[src/verilog/pac_pkg.sv]
// Constants and types for the pipelined converter output control block
package pac_pkg;
    localparam int CODE_W = 12;
    localparam int LATENCY = 5;
    localparam logic [CODE_W-1:0] CODE_MSB_MASK = 12'h0800;
    localparam logic [CODE_W-1:0] CODE_ZERO = 12'h0000;
    localparam logic [CODE_W-1:0] CODE_FULL = 12'h0FFF;
    // Format pin levels: ground, one third, two thirds, full supply
    localparam logic [1:0] FMT_GND = 2'h0;
    localparam logic [1:0] FMT_THIRD = 2'h1;
    localparam logic [1:0] FMT_TWO_THIRDS = 2'h2;
    localparam logic [1:0] FMT_FULL = 2'h3;
    typedef enum logic [1:0] {
        PAC_NORMAL,
        PAC_OUT_HIZ,
        PAC_NAP,
        PAC_SLEEP
    } pac_mode_t;
endpackage : pac_pkg

[src/verilog/pac_adc_ctrl.sv]
// Output control of a 12-bit pipelined sampling converter
// Behaviour
// - Sample taken on rising clock edge
// - Code appears six cycles after sample when not stalled: five pipeline stages, buffer, output register
// - Normal mode: convert and drive outputs
// - Output disabled: convert, outputs high impedance
// - Nap: outputs high impedance
// - Sleep: stops converting the same way as nap, outputs high impedance
// - Format pin picks format and stabilizer
// - Overflow flag marks out-of-range samples
// - Twelve-bit code, top bit is MSB
module pac_adc_ctrl #(
    parameter int CODE_W = pac_pkg::CODE_W,
    parameter int LATENCY = pac_pkg::LATENCY
) (
    input wire logic clk,
    input wire logic reset,
    input wire logic [CODE_W-1:0] analog_code,
    input wire logic analog_over,
    input wire logic analog_under,
    input wire logic power_down_select,
    input wire logic out_drive_en_n,
    input wire logic [1:0] format_select,
    output logic [CODE_W-1:0] sample_code_bus,
    output logic sample_code_oe,
    output logic range_overflow_flag,
    output logic range_overflow_oe,
    output logic stabilizer_on,
    output logic converting,
    output logic sample_valid,
    input wire logic sample_ready
);
    localparam int BW = CODE_W + 1;

    typedef struct packed {
        logic [2:0] pd_sync;
        logic [2:0] oe_sync;
        logic [1:0] fmt_s0;
        logic [1:0] fmt_s1;
        logic [1:0] fmt_s2;
        logic pd_q;
        logic oen_q;
        logic [1:0] fmt_q;
        logic [LATENCY-1:0] vld;
        logic [LATENCY-1:0][CODE_W:0] pipe;
        logic [CODE_W-1:0] code;
        logic flag;
        logic drive;
        logic stab;
        logic conv;
        logic valid;
    } pac_st_t;

    pac_st_t st_ff;
    pac_st_t nxt_st;
    pac_pkg::pac_mode_t mode;
    logic buf_in_ready;
    logic buf_out_valid;
    logic [BW-1:0] buf_out_data;
    logic take;

    function automatic pac_pkg::pac_mode_t pac_mode(input logic pd, input logic oen);
        unique case ({pd, oen})
            2'b00: pac_mode = pac_pkg::PAC_NORMAL;
            2'b01: pac_mode = pac_pkg::PAC_OUT_HIZ;
            2'b10: pac_mode = pac_pkg::PAC_NAP;
            2'b11: pac_mode = pac_pkg::PAC_SLEEP;
        endcase
    endfunction : pac_mode

    assign mode = pac_mode(st_ff.pd_q, st_ff.oen_q);
    assign take = st_ff.valid && sample_ready;

    pac_skid #(.W(BW)) u_buf (
        .clk(clk),
        .reset(reset),
        .in_valid(st_ff.vld[LATENCY-1]),
        .in_ready(buf_in_ready),
        .in_data(st_ff.pipe[LATENCY-1]),
        .out_valid(buf_out_valid),
        .out_ready(!st_ff.valid || take),
        .out_data(buf_out_data)
    );

    always_comb begin
        nxt_st = st_ff;
        nxt_st.pd_sync = {st_ff.pd_sync[1:0], power_down_select};
        nxt_st.oe_sync = {st_ff.oe_sync[1:0], out_drive_en_n};
        nxt_st.fmt_s0 = format_select;
        nxt_st.fmt_s1 = st_ff.fmt_s0;
        nxt_st.fmt_s2 = st_ff.fmt_s1;
        if (st_ff.pd_sync[1] == st_ff.pd_sync[2]) begin
            nxt_st.pd_q = st_ff.pd_sync[2];
        end
        if (st_ff.oe_sync[1] == st_ff.oe_sync[2]) begin
            nxt_st.oen_q = st_ff.oe_sync[2];
        end
        if (st_ff.fmt_s1 == st_ff.fmt_s2) begin
            nxt_st.fmt_q = st_ff.fmt_s2;
        end
        // Converting in normal and output-disabled modes
        nxt_st.conv = (mode == pac_pkg::PAC_NORMAL) || (mode == pac_pkg::PAC_OUT_HIZ);
        // Stabilizer on at the two middle levels
        nxt_st.stab = (st_ff.fmt_q == pac_pkg::FMT_THIRD)
            || (st_ff.fmt_q == pac_pkg::FMT_TWO_THIRDS);
        // Whole pipeline waits while the buffer is full, so no word in flight is lost
        if (buf_in_ready) begin
            // Capture one sample each rising edge the buffer has room, marked valid only while converting
            nxt_st.pipe[0][CODE_W-1:0] = analog_code;
            // Flag on over or under range
            nxt_st.pipe[0][CODE_W] = analog_over || analog_under;
            nxt_st.vld[0] = st_ff.conv;
            for (int i = 1; i < LATENCY; i++) begin
                nxt_st.pipe[i] = st_ff.pipe[i-1];
                nxt_st.vld[i] = st_ff.vld[i-1] && st_ff.conv;
            end
        end
        // Nap or sleep drops whatever is in flight
        if (!st_ff.conv) begin
            nxt_st.vld = '0;
        end
        if (buf_out_valid && (!st_ff.valid || take)) begin
            if (st_ff.fmt_q[1]) begin
                nxt_st.code = buf_out_data[CODE_W-1:0] ^ pac_pkg::CODE_MSB_MASK;
            end else begin
                nxt_st.code = buf_out_data[CODE_W-1:0];
            end
            nxt_st.flag = buf_out_data[CODE_W];
            nxt_st.valid = 1'b1;
        end else if (take) begin
            nxt_st.valid = 1'b0;
        end
        // Only normal mode drives the pins
        nxt_st.drive = (mode == pac_pkg::PAC_NORMAL);
        if (!st_ff.conv) begin
            nxt_st.valid = 1'b0;
        end
    end

    always_ff @(posedge clk) begin
        if (reset) begin
            st_ff <= '0;
        end else begin
            st_ff <= nxt_st;
        end
    end

    // Code bit CODE_W-1 is the MSB
    assign sample_code_bus = st_ff.code;
    assign range_overflow_flag = st_ff.flag;
    assign sample_code_oe = st_ff.drive;
    assign range_overflow_oe = st_ff.drive;
    assign stabilizer_on = st_ff.stab;
    assign converting = st_ff.conv;
    assign sample_valid = st_ff.valid;
endmodule : pac_adc_ctrl

[src/verilog/pac_skid.sv]
// Two-entry buffer with valid/ready on both sides
module pac_skid #(
    parameter int W = 13
) (
    input wire logic clk,
    input wire logic reset,
    input wire logic in_valid,
    output logic in_ready,
    input wire logic [W-1:0] in_data,
    output logic out_valid,
    input wire logic out_ready,
    output logic [W-1:0] out_data
);
    typedef struct packed {
        logic [1:0] cnt;
        logic [W-1:0] e0;
        logic [W-1:0] e1;
    } pac_skid_st_t;
    pac_skid_st_t st_ff;
    pac_skid_st_t nxt_st;
    logic push;
    logic pop;

    assign in_ready = (st_ff.cnt != 2'h2);
    assign out_valid = (st_ff.cnt != 2'h0);
    assign out_data = st_ff.e0;
    assign push = in_valid && in_ready;
    assign pop = out_valid && out_ready;

    always_comb begin
        nxt_st = st_ff;
        if (pop) begin
            nxt_st.e0 = st_ff.e1;
        end
        if (push) begin
            if ((st_ff.cnt == 2'h0) || (pop && st_ff.cnt == 2'h1)) begin
                nxt_st.e0 = in_data;
            end else if (pop) begin
                nxt_st.e1 = in_data;
            end else if (st_ff.cnt == 2'h1) begin
                nxt_st.e1 = in_data;
            end
        end
        nxt_st.cnt = st_ff.cnt + {1'b0, push} - {1'b0, pop};
    end

    always_ff @(posedge clk) begin
        if (reset) begin
            st_ff <= '0;
        end else begin
            st_ff <= nxt_st;
        end
    end
endmodule : pac_skid

[config.mk]
export PLATFORM = sky130hd
export DESIGN_NAME = pac_adc_ctrl
export DESIGN_NICKNAME = d
export VERILOG_FILES = /design/src/verilog/pac_pkg.sv /design/src/verilog/pac_adc_ctrl.sv /design/src/verilog/pac_skid.sv
export SDC_FILE = /design/constraint.sdc
export NUM_CORES = 1
export LEC_CHECK = 0
export BUFFER_PORTS_ARGS = -buffer_cell sky130_fd_sc_hd__buf_2
export CAP_MARGIN = 15
export CORE_UTILIZATION = 40
export DETAILED_ROUTE_END_ITERATION = 7
export HOLD_SLACK_MARGIN = 0.12
export MAX_ROUTING_LAYER = met4
export PLACE_DENSITY = 0.69
export REMOVE_ABC_BUFFERS = 1
export SLEW_MARGIN = 15
export SYNTH_ARGS = -nofsm -noshare
export SYNTH_HDL_FRONTEND = slang
export SYNTH_HIERARCHICAL = 1
export SYNTH_SLANG_ARGS = --single-unit
[constraint.sdc]
create_clock -name clk -period 3.8 [get_ports clk]
set_input_delay 0.19 -clock clk [delete_from_list [all_inputs] [get_ports clk]]
set_output_delay 0.19 -clock clk [all_outputs]
set_load 0.02 [all_outputs]
# Word-level counts from Yosys, hierarchy flattened
# Cells that the tools add are included.
# totals
register_bits	131
input_bits	21
output_inout_bits	18
wordCells	71
# op_classes
addsub	2
eq_ne	11
mux	10
bitwise_logic	3
n_reduce_logical	22
# ops
operator	count
13-bit two-way mux	5
26-bit two-way mux	1
12-bit two-way mux	1
2-bit by 1-bit == test with 1-bit output, second input constant	4
1-bit logical AND	8
2-bit one-hot mux with 4 select lines	1
2-bit == test, second input constant	3
2-bit logical NOT	3
2-bit nonzero test	3
1-bit logical OR	5
1-bit NOT	3
3-bit AND reduction	1
2-bit by 1-bit adder with 2-bit output	1
1-bit == test	2
2-bit == test	1
1-bit two-way mux	2
2-bit != test, second input constant	1
2-bit OR reduction	1
2-bit by 1-bit subtractor with 2-bit output	1
1-bit logical NOT	1

# Logic depth before layout (Yosys ltp)
# Gate-level depths: netlist of the first run.
# depth
word_depth	7
ltp_mapped	9
ltp_nobuf	7

# Modules after synthesis
# Netlist of the first run, hierarchy kept.
# by_module_without_submodules
module	n_inst	cells_each	area_per_inst_um2	seq_area_each_um2
pac_adc_ctrl	1	356	3759.9	2062.0
pac_skid	1	152	1488.9	560.5

# Least setup slack after synthesis of the first run
# No wires, ideal clock.
# synth_path
path_type	reg-to-reg
start	reg st_ff, in the netlist sample_valid
end	reg u_buf/st_ff[27] in the netlist's numbering
setup_time_ns	0.123
t_arrival_ns	1.803
required_ns	3.677
setup_slack_ns	1.874
path_stages_with_launch	10
n_path_buf	2
period_less_slack_ns	1.926
cell_sequence	dfxtp_1 -> nor2b_4 -> inv_4 -> buf_6 -> o21ai_4 -> buf_6 -> xor2_1 -> ha_1 -> nor2b_1 -> mux2_1
# synth_between
elab_chain_cells	4
word_cells_on_any_way	5
# synth_lines
element	line_no	text
from (decl)	pac_adc_ctrl.sv:54	pac_st_t st_ff;
from (signal assigned)	pac_adc_ctrl.sv:144	st_ff <= nxt_st;
1-bit logical NOT or 1-bit logical AND (tied branches)	pac_adc_ctrl.sv:81, pac_adc_ctrl.sv:72	
1-bit logical OR *	pac_adc_ctrl.sv:81	.out_ready(!st_ff.valid || take),
1-bit logical AND *	pac_skid.sv:28	assign pop = out_valid && out_ready;
2-bit by 1-bit subtractor with 2-bit output *	pac_skid.sv:44	nxt_st.cnt = st_ff.cnt + {1'b0, push} - {1'b0, pop};
to (signal assigned)	pac_skid.sv:51	st_ff <= nxt_st;
to (decl)	pac_skid.sv:19	pac_skid_st_t st_ff;
# Every way passes the cells marked *; elsewhere a longest branch is shown, timed or not.
# A chain may end at the register's enable or synchronous reset.

# Worst setup path in the final report of the first run
# layout_path
start	reg u_buf/st_ff[26] in the netlist's numbering
end	reg st_ff[43] in the netlist's numbering
# layout_between
elab_chain_cells	1
# layout_lines
element	line_no	text
2-bit != test	pac_skid.sv:24	assign in_ready = (st_ff.cnt != 2'h2);
via buf_in_ready	pac_adc_ctrl.sv:57	logic buf_in_ready;
# The timed path passes the listed nets, and every way through them passes these cells.

==> impl_metrics.prom, run 1 <==
# TYPE chip_impl_metric gauge
chip_impl_metric{name="post_route_cells_drive_above_1_share",unit=""} 0.1850
chip_impl_metric{name="async_reset_ff_frac",unit=""} 0
chip_impl_metric{name="track_usage",unit=""} 0.1506
chip_impl_metric{name="clk_latency",unit="ps"} 410
chip_impl_metric{name="post_layout_nonfiller_instances",unit=""} 707
chip_impl_metric{name="synthDominantCellAreaShare",unit=""} 0.4996
chip_impl_info{name="worstSetupPathType",value="reg2reg"} 1
chip_impl_metric{name="numPlacedInstances",unit=""} 661
chip_impl_info{name="r2r-end",value="st_ff[43]$_SDFFE_PP0P_"} 1
chip_impl_info{name="synth_flop_cell",value="sky130_fd_sc_hd__dfxtp_1"} 1
chip_impl_metric{name="cp.required",unit="ps"} 4060
chip_impl_metric{name="synth_area",unit="sq um"} 5249
chip_impl_metric{name="critPathBufInv",unit=""} 1
chip_impl_metric{name="synth_cell_type_count",unit=""} 39
chip_impl_metric{name="synth_seq_cells",unit=""} 131
chip_impl_metric{name="synth_edf_count",unit=""} 0
chip_impl_metric{name="dr.first_iter.drc_count",unit=""} 199
chip_impl_metric{name="critical-path-max-stage-delay",unit="ps"} 740
chip_impl_info{name="min_path_type",value="in2reg"} 1
chip_impl_metric{name="clkTransAtPathRegs",unit="ps"} 50
chip_impl_info{name="crit_end",value="st_ff[43]$_SDFFE_PP0P_"} 1
chip_impl_metric{name="final-setup-viol-count",unit=""} 0
chip_impl_metric{name="power_density",unit="nW/um^2"} 629.1
chip_impl_info{name="ys_top_cells_by_count",value="sky130_fd_sc_hd__dfxtp_1 (131), sky130_fd_sc_hd__mux2i_1 (81), sky130_fd_sc_hd__nor2_1 (75)"} 1
chip_impl_metric{name="final_core_utilization",unit=""} 0.4685
chip_impl_info{name="critPathSlowestCell",value="sky130_fd_sc_hd__buf_4"} 1
chip_impl_info{name="synth_top_family_by_area",value="multiplexers"} 1
chip_impl_metric{name="cp_num_cells",unit=""} 4
chip_impl_metric{name="dr_total_vias",unit=""} 3415
chip_impl_metric{name="dieWidth",unit="microns"} 116.6
chip_impl_info{name="r2r_start",value="u_buf/st_ff[26]$_SDFF_PP0_"} 1
chip_impl_metric{name="yosys_warning_count",unit=""} 6
chip_impl_metric{name="floorplan.initialDensity",unit=""} 0.4126
chip_impl_metric{name="area.growth.synth_to_final",unit="%"} 13.56
chip_impl_metric{name="die-height",unit="microns"} 116.6
chip_impl_info{name="timing.critical_path.to_type",value="flop"} 1
chip_impl_metric{name="clock_skew",unit="ps"} 4.674
chip_impl_info{name="rsz0062_at_grt",value="no"} 1
chip_impl_metric{name="final_critical_path_setup_slack",unit="ps"} 1667
chip_impl_info{name="timing.critical_path.from_type",value="flop"} 1
chip_impl_metric{name="synthXorXnorAreaFrac",unit=""} 0.01311
chip_impl_metric{name="hold_viol",unit=""} 0
chip_impl_metric{name="synth-simple-area-share",unit=""} 0.1256
chip_impl_metric{name="max_clock_freq",unit="MHz"} 468.9
chip_impl_metric{name="htree_num_levels",unit=""} 4
chip_impl_metric{name="syn_inst",unit=""} 508
chip_impl_metric{name="synth_compound_gate_area_share",unit=""} 0.1054
chip_impl_metric{name="ioPinCount",unit=""} 39
chip_impl_metric{name="synthesis.area_per_instance",unit="sq um"} 10.33
chip_impl_metric{name="power",unit="W"} 0.003750
chip_impl_metric{name="final_period_util",unit=""} 0.5612
chip_impl_metric{name="postCtsSetupRepairBufs",unit=""} 0
chip_impl_metric{name="grt_pass1_vias",unit=""} 3261
chip_impl_info{name="path_cells",value="nand2b_4 > buf_4 > mux2i_1 > nor2_1"} 1
chip_impl_info{name="ctsRootBufferMaster",value="sky130_fd_sc_hd__clkbuf_16"} 1
chip_impl_metric{name="postRouteAntennaNets",unit=""} 0
chip_impl_info{name="most_area_hungry_cell_type_in_the_yosys_netlist",value="sky130_fd_sc_hd__dfxtp_1"} 1
chip_impl_info{name="status",value="finished clean"} 1
chip_impl_info{name="worst_path_dominant_cell_family",value="buffers and inverters"} 1
chip_impl_info{name="synth_area_leaders",value="sky130_fd_sc_hd__dfxtp_1 (50%), sky130_fd_sc_hd__mux2i_1 (15%), sky130_fd_sc_hd__nor2_1 (5.4%), sky130_fd_sc_hd__buf_4 (4.1%), sky130_fd_sc_hd__a21oi_1 (3.3%)"} 1
chip_impl_metric{name="irDropWorstVdd",unit="uV"} 353.9
chip_impl_metric{name="period_minus_slack",unit="ps"} 2133
chip_impl_metric{name="synthMuxAreaShare",unit=""} 0.1566
chip_impl_metric{name="replace_congestion",unit=""} 0.7508
chip_impl_metric{name="antenna_found_initial",unit=""} 0
chip_impl_metric{name="drt_first_pass_iters",unit=""} 4
chip_impl_metric{name="core.rowCount",unit=""} 41
chip_impl_metric{name="routed_wirelength",unit="mm"} 8.949
chip_impl_metric{name="dp_hpwl",unit="mm"} 5.624
chip_impl_metric{name="worstPathArrival",unit="ps"} 2400
chip_impl_metric{name="count_of_maximum_capacitance_violations",unit=""} 0
chip_impl_metric{name="fill_cells",unit=""} 1187
chip_impl_metric{name="clock_path_buffers",unit=""} 2
chip_impl_metric{name="residual_drc_count",unit=""} 0
chip_impl_metric{name="slew_headroom",unit=""} 0.4101
chip_impl_info{name="startpoint_of_the_worst_setup_timing_path",value="u_buf/st_ff[26]$_SDFF_PP0_"} 1
chip_impl_metric{name="port-buffer-count",unit=""} 38
chip_impl_metric{name="worstRegToRegCells",unit=""} 4
chip_impl_info{name="synth_most_common_cell",value="sky130_fd_sc_hd__dfxtp_1"} 1
chip_impl_metric{name="seq_area_frac_synth",unit=""} 0.4996
chip_impl_metric{name="global_route.overflow_total",unit=""} 0
chip_impl_metric{name="floorplan_die_area",unit="sq um"} 13580
chip_impl_metric{name="adder_and_majority_gate_portion_of_the_synthesized_area",unit=""} 0.002384
chip_impl_metric{name="layout.nets",unit=""} 548
chip_impl_metric{name="rrSetupSlack",unit="ps"} 1670
chip_impl_metric{name="critical_path_peak_fanout",unit=""} 55
chip_impl_metric{name="cts_sinks",unit=""} 131
chip_impl_metric{name="core",unit="sq um"} 12720
chip_impl_metric{name="power_leakage",unit="nW"} 2.749
chip_impl_metric{name="average_via_count_per_standard_cell",unit=""} 4.830
chip_impl_metric{name="cts-buffers-inserted",unit=""} 17
chip_impl_metric{name="wire_per_inst",unit="microns"} 12.66
chip_impl_metric{name="grt_pass1_wl",unit="mm"} 15.06
chip_impl_metric{name="actual_slew_at_the_worst_max_slew_pin",unit="ps"} 884.8
chip_impl_metric{name="grt_max_degree",unit=""} 67
chip_impl_info{name="cts_tree",value="built"} 1
chip_impl_metric{name="num_antenna_cells",unit=""} 0
chip_impl_metric{name="preCtsSetupSlack",unit="ps"} 1674
chip_impl_metric{name="report.final.slew_viol_count",unit=""} 0
==> sequential cells by signal (all words and copies together), names as in the netlist <==
signal               cells
st_ff                   78
u_buf/st_ff             15
u_buf/out_data          13
sample_code_bus         12
nxt_st                   8
converting               1
range_overflow_flag      1
range_overflow_oe        1
sample_valid             1
stabilizer_on            1
==> per-layer routing <==
| layer | GRT usage | vias to the layer above | wire, microns |
|---|---|---|---|
| li1 | - | 1752 | - |
| met1 | 0.1738 | 1590 | 4282 |
| met2 | 0.2351 | 58 | 4144 |
| met3 | 0.04670 | 15 | 353 |
| met4 | 0.07848 | 0 | 168 |
| met5 | - | - | 0 |
==> worst reg2reg max path, delay by kind of cell (launching register included) <==
family                 cells  cell delay, ps
buffers and inverters      1             740
flip-flops                 1             490
multiplexers               1             320
AND/OR/NAND/NOR            2             430
==> where the power goes <==
group	total, W	internal (W)	switching [W]	leakage (nW)
sequential	0.00152	0.00146	0.0000654	1.07
combinational	0.000641	0.000273	0.000368	1.39
clock	0.00158	0.00105	0.000534	0.293
total	0.00375	0.00278	0.000967	2.75
==> through the flow <==
stage	hold slack [ps]	instance area [sq um]	TNS (ps)
floorplan	252.4	4752	-320.8
global placement	398.3	5197	0
detailed placement	402.9	5197	0
CTS	169.4	5961	0
global route	205.1	5961	0
finish	187.5	5961	0
==> layout by cell type (no fill, tap or decap), drive strengths merged <==
master       netlist  final
dfxtp            131    131
mux2i             81     81
nor2              75     75
a21oi             45     45
buf               54     42
o21ai             28     28
nand3             25     25
clkbuf             7     23
dlygate4sd3        0     18
nor2b             16     16
o31ai             15     15
nand2              6      6
xor2               4      4
or2                4      4
xnor2              3      3
clkinv             0      3
nand2b             3      3
inv                3      3
bufinv             0      2
a211oi             1      1
a311oi             1      1
nor3               1      1
and2               1      1
a21bo              1      1
and4bb             1      1
mux2               1      1
ha                 1      1
==> final cells by class <==
cell class / count / area (sq um) / area share
sequential: 131 / 2623 / 0.4400
multi-input combinational: 313 / 2123 / 0.3562
clock buffer: 23 / 508.0 / 0.08522
timing repair buffer: 60 / 402.9 / 0.06759
tap: 172 / 215.2 / 0.03610
clock inverter: 5 / 75.07 / 0.01259
inverter: 3 / 13.76 / 0.002309
==> cell families after synthesis <==
group / count (synthesis)
simple gates: 132
xor+xnor: 7
flops: 131
mux: 82
buf+inv: 64
compound gates: 91
fa+ha+maj: 1
==> how the worst min path moves through the flow <==
stage                       from                              end  slack [ps]  cells after the start
4_1_cts             sample_ready  sample_code_bus[9]$_SDFFE_PP0P_         170                      4
3_3_place_gp   power_down_select           nxt_st[101]$_SDFF_PP0_         400                      2
3_5_place_dp   power_down_select           nxt_st[101]$_SDFF_PP0_         400                      2
5_1_grt             sample_ready  sample_code_bus[9]$_SDFFE_PP0P_         210                      4
6_report            sample_ready  sample_code_bus[9]$_SDFFE_PP0P_         190                      4
2_1_floorplan              reset      u_buf/st_ff[0]$_SDFFE_PP0P_         250                      1
==> what timing repair did <==
item	in CTS	in global routing
hold endpoints to repair	17	0
hold buffers	18	0
resized for setup	0	0
Power figures use the tool's default switching activity.
==> run 2: changes to the inputs <==
--- a/config.mk
+++ b/config.mk
@@ -11,7 +11,7 @@
 export DETAILED_ROUTE_END_ITERATION = 7
 export HOLD_SLACK_MARGIN = 0.12
 export MAX_ROUTING_LAYER = met4
-export PLACE_DENSITY = 0.69
+export PLACE_DENSITY = 0.71
 export REMOVE_ABC_BUFFERS = 1
 export SLEW_MARGIN = 15
 export SYNTH_ARGS = -nofsm -noshare
==> constraint.sdc (replaced) <==
create_clock -name clk -period 1.9 [get_ports clk]
set_input_delay 0.095 -clock clk [delete_from_list [all_inputs] [get_ports clk]]
set_output_delay 0.095 -clock clk [all_outputs]
set_load 0.02 [all_outputs]
==> run 2 against run 1 <==
  * Sequential share of layout area decreased by 1.0 points
  * Sequential cell count is the same
  * Design area up 2.4%
  * Utilization is 1.1 points higher
  * Setup slack lost 1500 ps
  * Maximum frequency up 26%
  * Cell count grew 1.7%
  * Register-to-register slack got worse by 1500 ps
  * Largest cell class unchanged
==> impl_metrics.prom, run 2 (synthesis results as in run 1) <==
# TYPE chip_impl_metric gauge
chip_impl_info{name="status",value="finished clean"} 1
chip_impl_metric{name="die-height",unit="microns"} 116.6
chip_impl_metric{name="power",unit="W"} 0.007823
chip_impl_metric{name="hold_viol",unit=""} 0
chip_impl_metric{name="final_core_utilization",unit=""} 0.4798
chip_impl_metric{name="grt_max_degree",unit=""} 72
chip_impl_info{name="ctsRootBufferMaster",value="sky130_fd_sc_hd__clkbuf_16"} 1
chip_impl_metric{name="track_usage",unit=""} 0.1474
chip_impl_metric{name="htree_num_levels",unit=""} 4
chip_impl_info{name="mostFrequentLayoutCell",value="sky130_fd_sc_hd__dfxtp_1"} 1
chip_impl_info{name="max_flop_register",value="st_ff"} 1
chip_impl_metric{name="postCtsSetupRepairBufs",unit=""} 0
chip_impl_metric{name="gr-usage-met2",unit=""} 0.2288
chip_impl_metric{name="clock_skew",unit="ps"} 7.068
chip_impl_metric{name="report.final.slew_viol_count",unit=""} 0
chip_impl_metric{name="area.growth.synth_to_final",unit="%"} 16.31
chip_impl_metric{name="critical_path_peak_fanout",unit=""} 9
chip_impl_metric{name="routed_wirelength",unit="mm"} 8.910
chip_impl_info{name="timing.critical_path.to_type",value="flop"} 1
chip_impl_metric{name="clock_path_buffers",unit=""} 2
chip_impl_metric{name="largest_reg_flops",unit=""} 78
chip_impl_info{name="globalRoute.busiestLayer",value="met2"} 1
chip_impl_info{name="min_path_type",value="in2reg"} 1
chip_impl_metric{name="max_clock_freq",unit="MHz"} 592.1
chip_impl_metric{name="final-setup-viol-count",unit=""} 0
chip_impl_metric{name="worstPathArrival",unit="ps"} 1980
chip_impl_info{name="path_cells",value="nand2b_4 > nand2_1 > xor2_1 > ha_1 > nor2b_1 > mux2_1"} 1
chip_impl_metric{name="actual_slew_at_the_worst_max_slew_pin",unit="ps"} 658.1
chip_impl_metric{name="wire_per_inst",unit="microns"} 12.39
chip_impl_metric{name="slew_headroom",unit=""} 0.5609
chip_impl_metric{name="port-buffer-count",unit=""} 38
chip_impl_metric{name="clk_latency",unit="ps"} 410
chip_impl_metric{name="clkTransAtPathRegs",unit="ps"} 60
chip_impl_metric{name="final-seq-area",unit="sq um"} 2623
chip_impl_metric{name="cp.required",unit="ps"} 2190
chip_impl_metric{name="cts_sinks",unit=""} 131
chip_impl_metric{name="numPlacedInstances",unit=""} 668
chip_impl_metric{name="fill_cells",unit=""} 1160
chip_impl_metric{name="period_minus_slack",unit="ps"} 1689
chip_impl_metric{name="met1_layer_usage_reported_by_global_route",unit=""} 0.1718
chip_impl_metric{name="count_of_maximum_capacitance_violations",unit=""} 0
chip_impl_metric{name="irDropWorstVdd",unit="uV"} 706.8
chip_impl_metric{name="cts-buffers-inserted",unit=""} 17
chip_impl_metric{name="replace_congestion",unit=""} 0.7547
chip_impl_metric{name="grt_pass1_vias",unit=""} 3232
chip_impl_metric{name="ioPinCount",unit=""} 39
chip_impl_metric{name="dieWidth",unit="microns"} 116.6
chip_impl_info{name="critPathSlowestCell",value="sky130_fd_sc_hd__dfxtp_1"} 1
chip_impl_info{name="worstSetupPathType",value="reg2reg"} 1
chip_impl_metric{name="core.rowCount",unit=""} 41
chip_impl_info{name="timing.critical_path.from_type",value="flop"} 1
chip_impl_metric{name="critical-path-max-stage-delay",unit="ps"} 520
chip_impl_info{name="rsz0062_at_grt",value="no"} 1
chip_impl_metric{name="dr_total_vias",unit=""} 3447
chip_impl_metric{name="hold_path_depth",unit=""} 4
chip_impl_metric{name="finalHoldWorstSlack",unit="ps"} 187.7
chip_impl_metric{name="power_density",unit="nW/um^2"} 1281
chip_impl_metric{name="num_antenna_cells",unit=""} 0
chip_impl_metric{name="power_leakage",unit="nW"} 2.808
chip_impl_metric{name="postRouteAntennaNets",unit=""} 0
chip_impl_metric{name="antenna_found_initial",unit=""} 0
chip_impl_metric{name="multi_input_area",unit="sq um"} 2123
chip_impl_metric{name="core",unit="sq um"} 12720
chip_impl_metric{name="met3_usage",unit=""} 0.04255
chip_impl_metric{name="worstRegToRegCells",unit=""} 6
chip_impl_metric{name="global_route.overflow_total",unit=""} 0
chip_impl_metric{name="floorplan_die_area",unit="sq um"} 13580
chip_impl_info{name="cts_tree",value="built"} 1
chip_impl_metric{name="residual_drc_count",unit=""} 0
chip_impl_metric{name="drt_first_pass_iters",unit=""} 4
chip_impl_info{name="final_cell_mix",value="sky130_fd_sc_hd__dfxtp_1 (131), sky130_fd_sc_hd__mux2i_1 (81), sky130_fd_sc_hd__nor2_1 (75), sky130_fd_sc_hd__buf_2 (37), sky130_fd_sc_hd__a21oi_1 (35)"} 1
chip_impl_metric{name="floorplan.initialDensity",unit=""} 0.4126
chip_impl_metric{name="layout.nets",unit=""} 556
chip_impl_metric{name="final_period_util",unit=""} 0.8888
chip_impl_metric{name="dr.first_iter.drc_count",unit=""} 152
chip_impl_metric{name="post_route_cells_drive_above_1_share",unit=""} 0.1956
chip_impl_metric{name="dp_hpwl",unit="mm"} 5.705
chip_impl_metric{name="grt_pass1_wl",unit="mm"} 14.92
chip_impl_metric{name="post_layout_nonfiller_instances",unit=""} 719
chip_impl_metric{name="average_via_count_per_standard_cell",unit=""} 4.794
chip_impl_metric{name="post_cts_resized",unit=""} 0
==> run 2: cell count changes in the layout (fill, tap and decap cells not counted), moves of 2 or more <==
| cell | delta |
|---|---|
| sky130_fd_sc_hd__buf_12 | +2 |
| sky130_fd_sc_hd__clkinv_2 | -2 |
| sky130_fd_sc_hd__clkbuf_8 | -2 |
| sky130_fd_sc_hd__clkinvlp_4 | +3 |
| sky130_fd_sc_hd__clkbuf_1 | +3 |
| sky130_fd_sc_hd__bufinv_16 | +2 |
| sky130_fd_sc_hd__buf_4 | +5 |
==> run 2: routing by layer <==
metal | vias to the layer above | share of wire
li1 | 1763 | -
met1 | 1618 | 0.48
met2 | 60 | 0.47
met3 | 6 | 0.036
met4 | 0 | 0.012
met5 | - | 0
==> run 2: path summary, 6_finish.rpt <==
check	from	to	slack, ps
max	u_buf/st_ff[26]$_SDFF_PP0_	u_buf/st_ff[27]$_SDFF_PP0_	210
min	sample_ready	sample_valid$_SDFFE_PP0P_	190
min reg2reg	nxt_st[101]$_SDFF_PP0_	nxt_st[102]$_SDFF_PP0_	440
max reg2reg	u_buf/st_ff[26]$_SDFF_PP0_	u_buf/st_ff[27]$_SDFF_PP0_	210
==> run 2: layout make-up <==
class	instances	area share
clock inverter	8	0.02419
sequential	131	0.4296
tap	172	0.03525
inverter	3	0.002255
multi-input combinational	313	0.3478
clock buffer	24	0.08055
timing repair buffer	68	0.08034
==> run 2: repair_timing <==
item	4_1_cts	5_1_grt
hold endpoints to repair	36	0
hold buffers	19	0
endpoints found under the setup margin	0	0
==> run 2: report_power, final <==
part           total (W)  internal, W  switching (W)
clock network    0.00344      0.00233        0.00111
registers        0.00305      0.00292       0.000131
logic            0.00133     0.000578       0.000752
==> run 2: metrics by stage <==
| stage | setup WS (ps) | TNS (ps) | instance area [sq um] |
|---|---|---|---|
| final | 211.2 | 0 | 6105 |
| after detailed placement | 221.4 | 0 | 5275 |
| after floorplan | -2166 | -114720 | 4752 |
| after global routing | 105.4 | 0 | 6105 |
| after CTS | 225.3 | 0 | 6105 |
| after global placement | 327.6 | 0 | 5275 |
==> run 2: worst max-delay path: cells and delay by family (launching register included) <==
family | cells | cell delay (ps)
simple gates | 3 | 410
flops | 1 | 520
xor+xnor | 1 | 160
mux | 1 | 300
fa+ha+maj | 1 | 190
==> run 3: changes to the inputs <==
--- a/config.mk
+++ b/config.mk
@@ -12,7 +12,6 @@
 export HOLD_SLACK_MARGIN = 0.12
 export MAX_ROUTING_LAYER = met4
 export PLACE_DENSITY = 0.71
-export REMOVE_ABC_BUFFERS = 1
 export SLEW_MARGIN = 15
 export SYNTH_ARGS = -nofsm -noshare
 export SYNTH_HDL_FRONTEND = slang
==> run 3 against run 2 <==
  * Via count fell by 0.17%
  * Wire length up 0.45%
  * Non-clock buffer count is the same
  * Clock power fell by 19%
  * Combinational power barely moved
  * Total power fell by 8.3%
  * Critical path depth unchanged
  * Sequential cell count unchanged
  * Largest power group is now registers
==> impl_metrics.prom, run 3 (synthesis results as in run 1) <==
# TYPE chip_impl_metric gauge
chip_impl_metric{name="routed_wirelength",unit="mm"} 8.950
chip_impl_metric{name="numPlacedInstances",unit=""} 666
chip_impl_metric{name="die-height",unit="microns"} 116.6
chip_impl_metric{name="post_cts_resized",unit=""} 0
chip_impl_metric{name="finalHoldWorstSlack",unit="ps"} 164.1
chip_impl_metric{name="htree_num_levels",unit=""} 4
chip_impl_info{name="worstSetupPathType",value="reg2reg"} 1
chip_impl_metric{name="largest_reg_flops",unit=""} 78
chip_impl_metric{name="dr.first_iter.drc_count",unit=""} 210
chip_impl_metric{name="cts_sinks",unit=""} 131
chip_impl_metric{name="cp.required",unit="ps"} 2190
chip_impl_metric{name="irDropWorstVdd",unit="uV"} 610.9
chip_impl_info{name="crit_end",value="u_buf/st_ff[27]$_SDFF_PP0_"} 1
chip_impl_metric{name="wire_per_inst",unit="microns"} 12.50
chip_impl_metric{name="period_minus_slack",unit="ps"} 1640
chip_impl_info{name="mostFrequentLayoutCell",value="sky130_fd_sc_hd__dfxtp_1"} 1
chip_impl_metric{name="floorplan_die_area",unit="sq um"} 13580
chip_impl_metric{name="rrSetupSlack",unit="ps"} 260
chip_impl_info{name="path_cells",value="nand2b_4 > nand2_1 > xor2_1 > ha_1 > nor2b_1 > mux2_1"} 1
chip_impl_metric{name="replace_congestion",unit=""} 0.7975
chip_impl_info{name="critPathSlowestCell",value="sky130_fd_sc_hd__dfxtp_1"} 1
chip_impl_metric{name="core.rowCount",unit=""} 41
chip_impl_info{name="globalRoute.busiestLayer",value="met2"} 1
chip_impl_metric{name="hold_viol",unit=""} 0
chip_impl_metric{name="clkTransAtPathRegs",unit="ps"} 50
chip_impl_metric{name="count_of_maximum_capacitance_violations",unit=""} 0
chip_impl_metric{name="dieWidth",unit="microns"} 116.6
chip_impl_metric{name="worstPathArrival",unit="ps"} 1930
chip_impl_info{name="r2r-end",value="u_buf/st_ff[27]$_SDFF_PP0_"} 1
chip_impl_metric{name="track_usage",unit=""} 0.1466
chip_impl_info{name="ctsRootBufferMaster",value="sky130_fd_sc_hd__clkbuf_16"} 1
chip_impl_metric{name="num_antenna_cells",unit=""} 0
chip_impl_metric{name="dr_total_vias",unit=""} 3441
chip_impl_info{name="timing.critical_path.from_type",value="flop"} 1
chip_impl_metric{name="actual_slew_at_the_worst_max_slew_pin",unit="ps"} 675.7
chip_impl_metric{name="fin_tns_setup",unit="ps"} 0
chip_impl_metric{name="gr-usage-met2",unit=""} 0.2185
chip_impl_metric{name="core",unit="sq um"} 12720
chip_impl_metric{name="drt_first_pass_iters",unit=""} 5
chip_impl_metric{name="clk_latency",unit="ps"} 410
chip_impl_metric{name="grt_pass1_vias",unit=""} 3199
chip_impl_metric{name="residual_drc_count",unit=""} 0
chip_impl_metric{name="met1_layer_usage_reported_by_global_route",unit=""} 0.1836
chip_impl_metric{name="fill_cells",unit=""} 1215
chip_impl_info{name="final_cell_mix",value="sky130_fd_sc_hd__dfxtp_1 (130), sky130_fd_sc_hd__mux2i_1 (81), sky130_fd_sc_hd__nor2_1 (75), sky130_fd_sc_hd__buf_2 (37), sky130_fd_sc_hd__a21oi_1 (35)"} 1
chip_impl_info{name="rsz0062_at_grt",value="no"} 1
chip_impl_metric{name="post_layout_nonfiller_instances",unit=""} 716
chip_impl_info{name="status",value="finished clean"} 1
chip_impl_info{name="startpoint_of_the_worst_setup_timing_path",value="u_buf/st_ff[26]$_SDFF_PP0_"} 1
chip_impl_metric{name="met3_usage",unit=""} 0.05656
chip_impl_metric{name="average_via_count_per_standard_cell",unit=""} 4.806
chip_impl_info{name="r2r_start",value="u_buf/st_ff[26]$_SDFF_PP0_"} 1
chip_impl_metric{name="area.growth.synth_to_final",unit="%"} 13.97
chip_impl_metric{name="cts-buffers-inserted",unit=""} 17
chip_impl_metric{name="antenna_found_initial",unit=""} 0
chip_impl_metric{name="postRouteAntennaNets",unit=""} 0
chip_impl_metric{name="dp_hpwl",unit="mm"} 5.591
chip_impl_metric{name="report.final.slew_viol_count",unit=""} 0
chip_impl_metric{name="final-setup-viol-count",unit=""} 0
chip_impl_metric{name="grt_max_degree",unit=""} 75
chip_impl_metric{name="final_period_util",unit=""} 0.8633
chip_impl_metric{name="power_leakage",unit="nW"} 2.762
chip_impl_metric{name="floorplan.initialDensity",unit=""} 0.4126
chip_impl_metric{name="power_density",unit="nW/um^2"} 1200
chip_impl_metric{name="layout.nets",unit=""} 556
chip_impl_metric{name="clock_path_buffers",unit=""} 2
chip_impl_info{name="max_flop_register",value="st_ff"} 1
chip_impl_metric{name="syn-num-nets",unit=""} 530
chip_impl_metric{name="post_route_cells_drive_above_1_share",unit=""} 0.1893
chip_impl_metric{name="critical_path_peak_fanout",unit=""} 9
chip_impl_info{name="cts_tree",value="built"} 1
chip_impl_metric{name="clock_skew",unit="ps"} 20.13
chip_impl_metric{name="slew_headroom",unit=""} 0.5491
chip_impl_metric{name="grt_pass1_wl",unit="mm"} 15.04
chip_impl_metric{name="ioPinCount",unit=""} 39
chip_impl_info{name="timing.critical_path.to_type",value="flop"} 1
chip_impl_metric{name="max_clock_freq",unit="MHz"} 609.6
chip_impl_metric{name="critical-path-max-stage-delay",unit="ps"} 500
chip_impl_metric{name="worstRegToRegCells",unit=""} 6
chip_impl_metric{name="port-buffer-count",unit=""} 38
chip_impl_info{name="min_path_type",value="in2reg"} 1
chip_impl_metric{name="global_route.overflow_total",unit=""} 0
[run 3: cell count changes in the layout (fill, tap and decap cells not counted), sizes merged]
cell         change
clkbuf           -1
clkinvlp         -2
dlygate4sd3      +2
buf              -2
bufinv           -4
clkinv           +4
[run 3: where the power goes]
group | internal (W) | switching (W) | leakage (nW) | total, W
logic | 0.000582 | 0.000747 | 1.44 | 0.00133
registers | 0.00292 | 0.000137 | 1.07 | 0.00306
clock network | 0.00173 | 0.00106 | 0.254 | 0.00279
total | 0.00523 | 0.00194 | 2.76 | 0.00718
[run 3: layout make-up]
cell class / count / area [sq um] / area share
Sequential cell: 131 / 2624 / 0.4386
Multi-Input combinational cell: 313 / 2123 / 0.3549
Timing Repair Buffer: 68 / 495.5 / 0.08283
Clock buffer: 23 / 478.0 / 0.07990
Tap cell: 172 / 215.2 / 0.03598
Clock inverter: 6 / 32.53 / 0.005438
Inverter: 3 / 13.76 / 0.002301
[run 3: layer usage]
metal	share of wire	vias to the layer above
li1	-	1777
met2	0.47	60
met4	0.0034	0
met1	0.50	1602
met5	0	-
met3	0.034	2
[run 3: how the worst min path moves through the flow]
stage | from | endpoint | slack [ps] | cells past startpoint
6_report | sample_ready | sample_valid$_SDFFE_PP0P_ | 160 | 4
5_1_grt | sample_ready | sample_valid$_SDFFE_PP0P_ | 180 | 4
4_1_cts | sample_ready | sample_valid$_SDFFE_PP0P_ | 160 | 4
3_5_place_dp | out_drive_en_n | nxt_st[98]$_SDFF_PP0_ | 310 | 2
3_3_place_gp | power_down_select | nxt_st[101]$_SDFF_PP0_ | 300 | 2
2_1_floorplan | format_select[1] | nxt_st[94]$_SDFF_PP0_ | 220 | 1
[run 3: critical path: cells and delay by family (launching register included)]
kind	cells	cell delay, ps
flops	1	500
simple gates	3	410
mux	1	290
fa+ha+maj	1	190
xor+xnor	1	150
[run 3: timing repair]
| item | in CTS | in global routing |
|---|---|---|
| setup buffers | 0 | 0 |
| hold endpoints to repair | 39 | 0 |
| setup endpoints to repair | 0 | 0 |
| hold buffers | 21 | 0 |
[run 3: metrics by stage]
stage | setup slack (ps) | util | cell area (sq um) | total power (W)
finish | 259.7 | 0.4702 | 5982 | 0.007176
global route | 135.2 | 0.4702 | 5982 | 0.007519
detailed placement | 254.4 | 0.4136 | 5261 | 0.004407
CTS | 240.1 | 0.4702 | 5982 | 0.007242
floorplan | 51.92 | - | 5250 | 0.004381
global placement | 324.4 | 0.4136 | 5261 | 0.004353
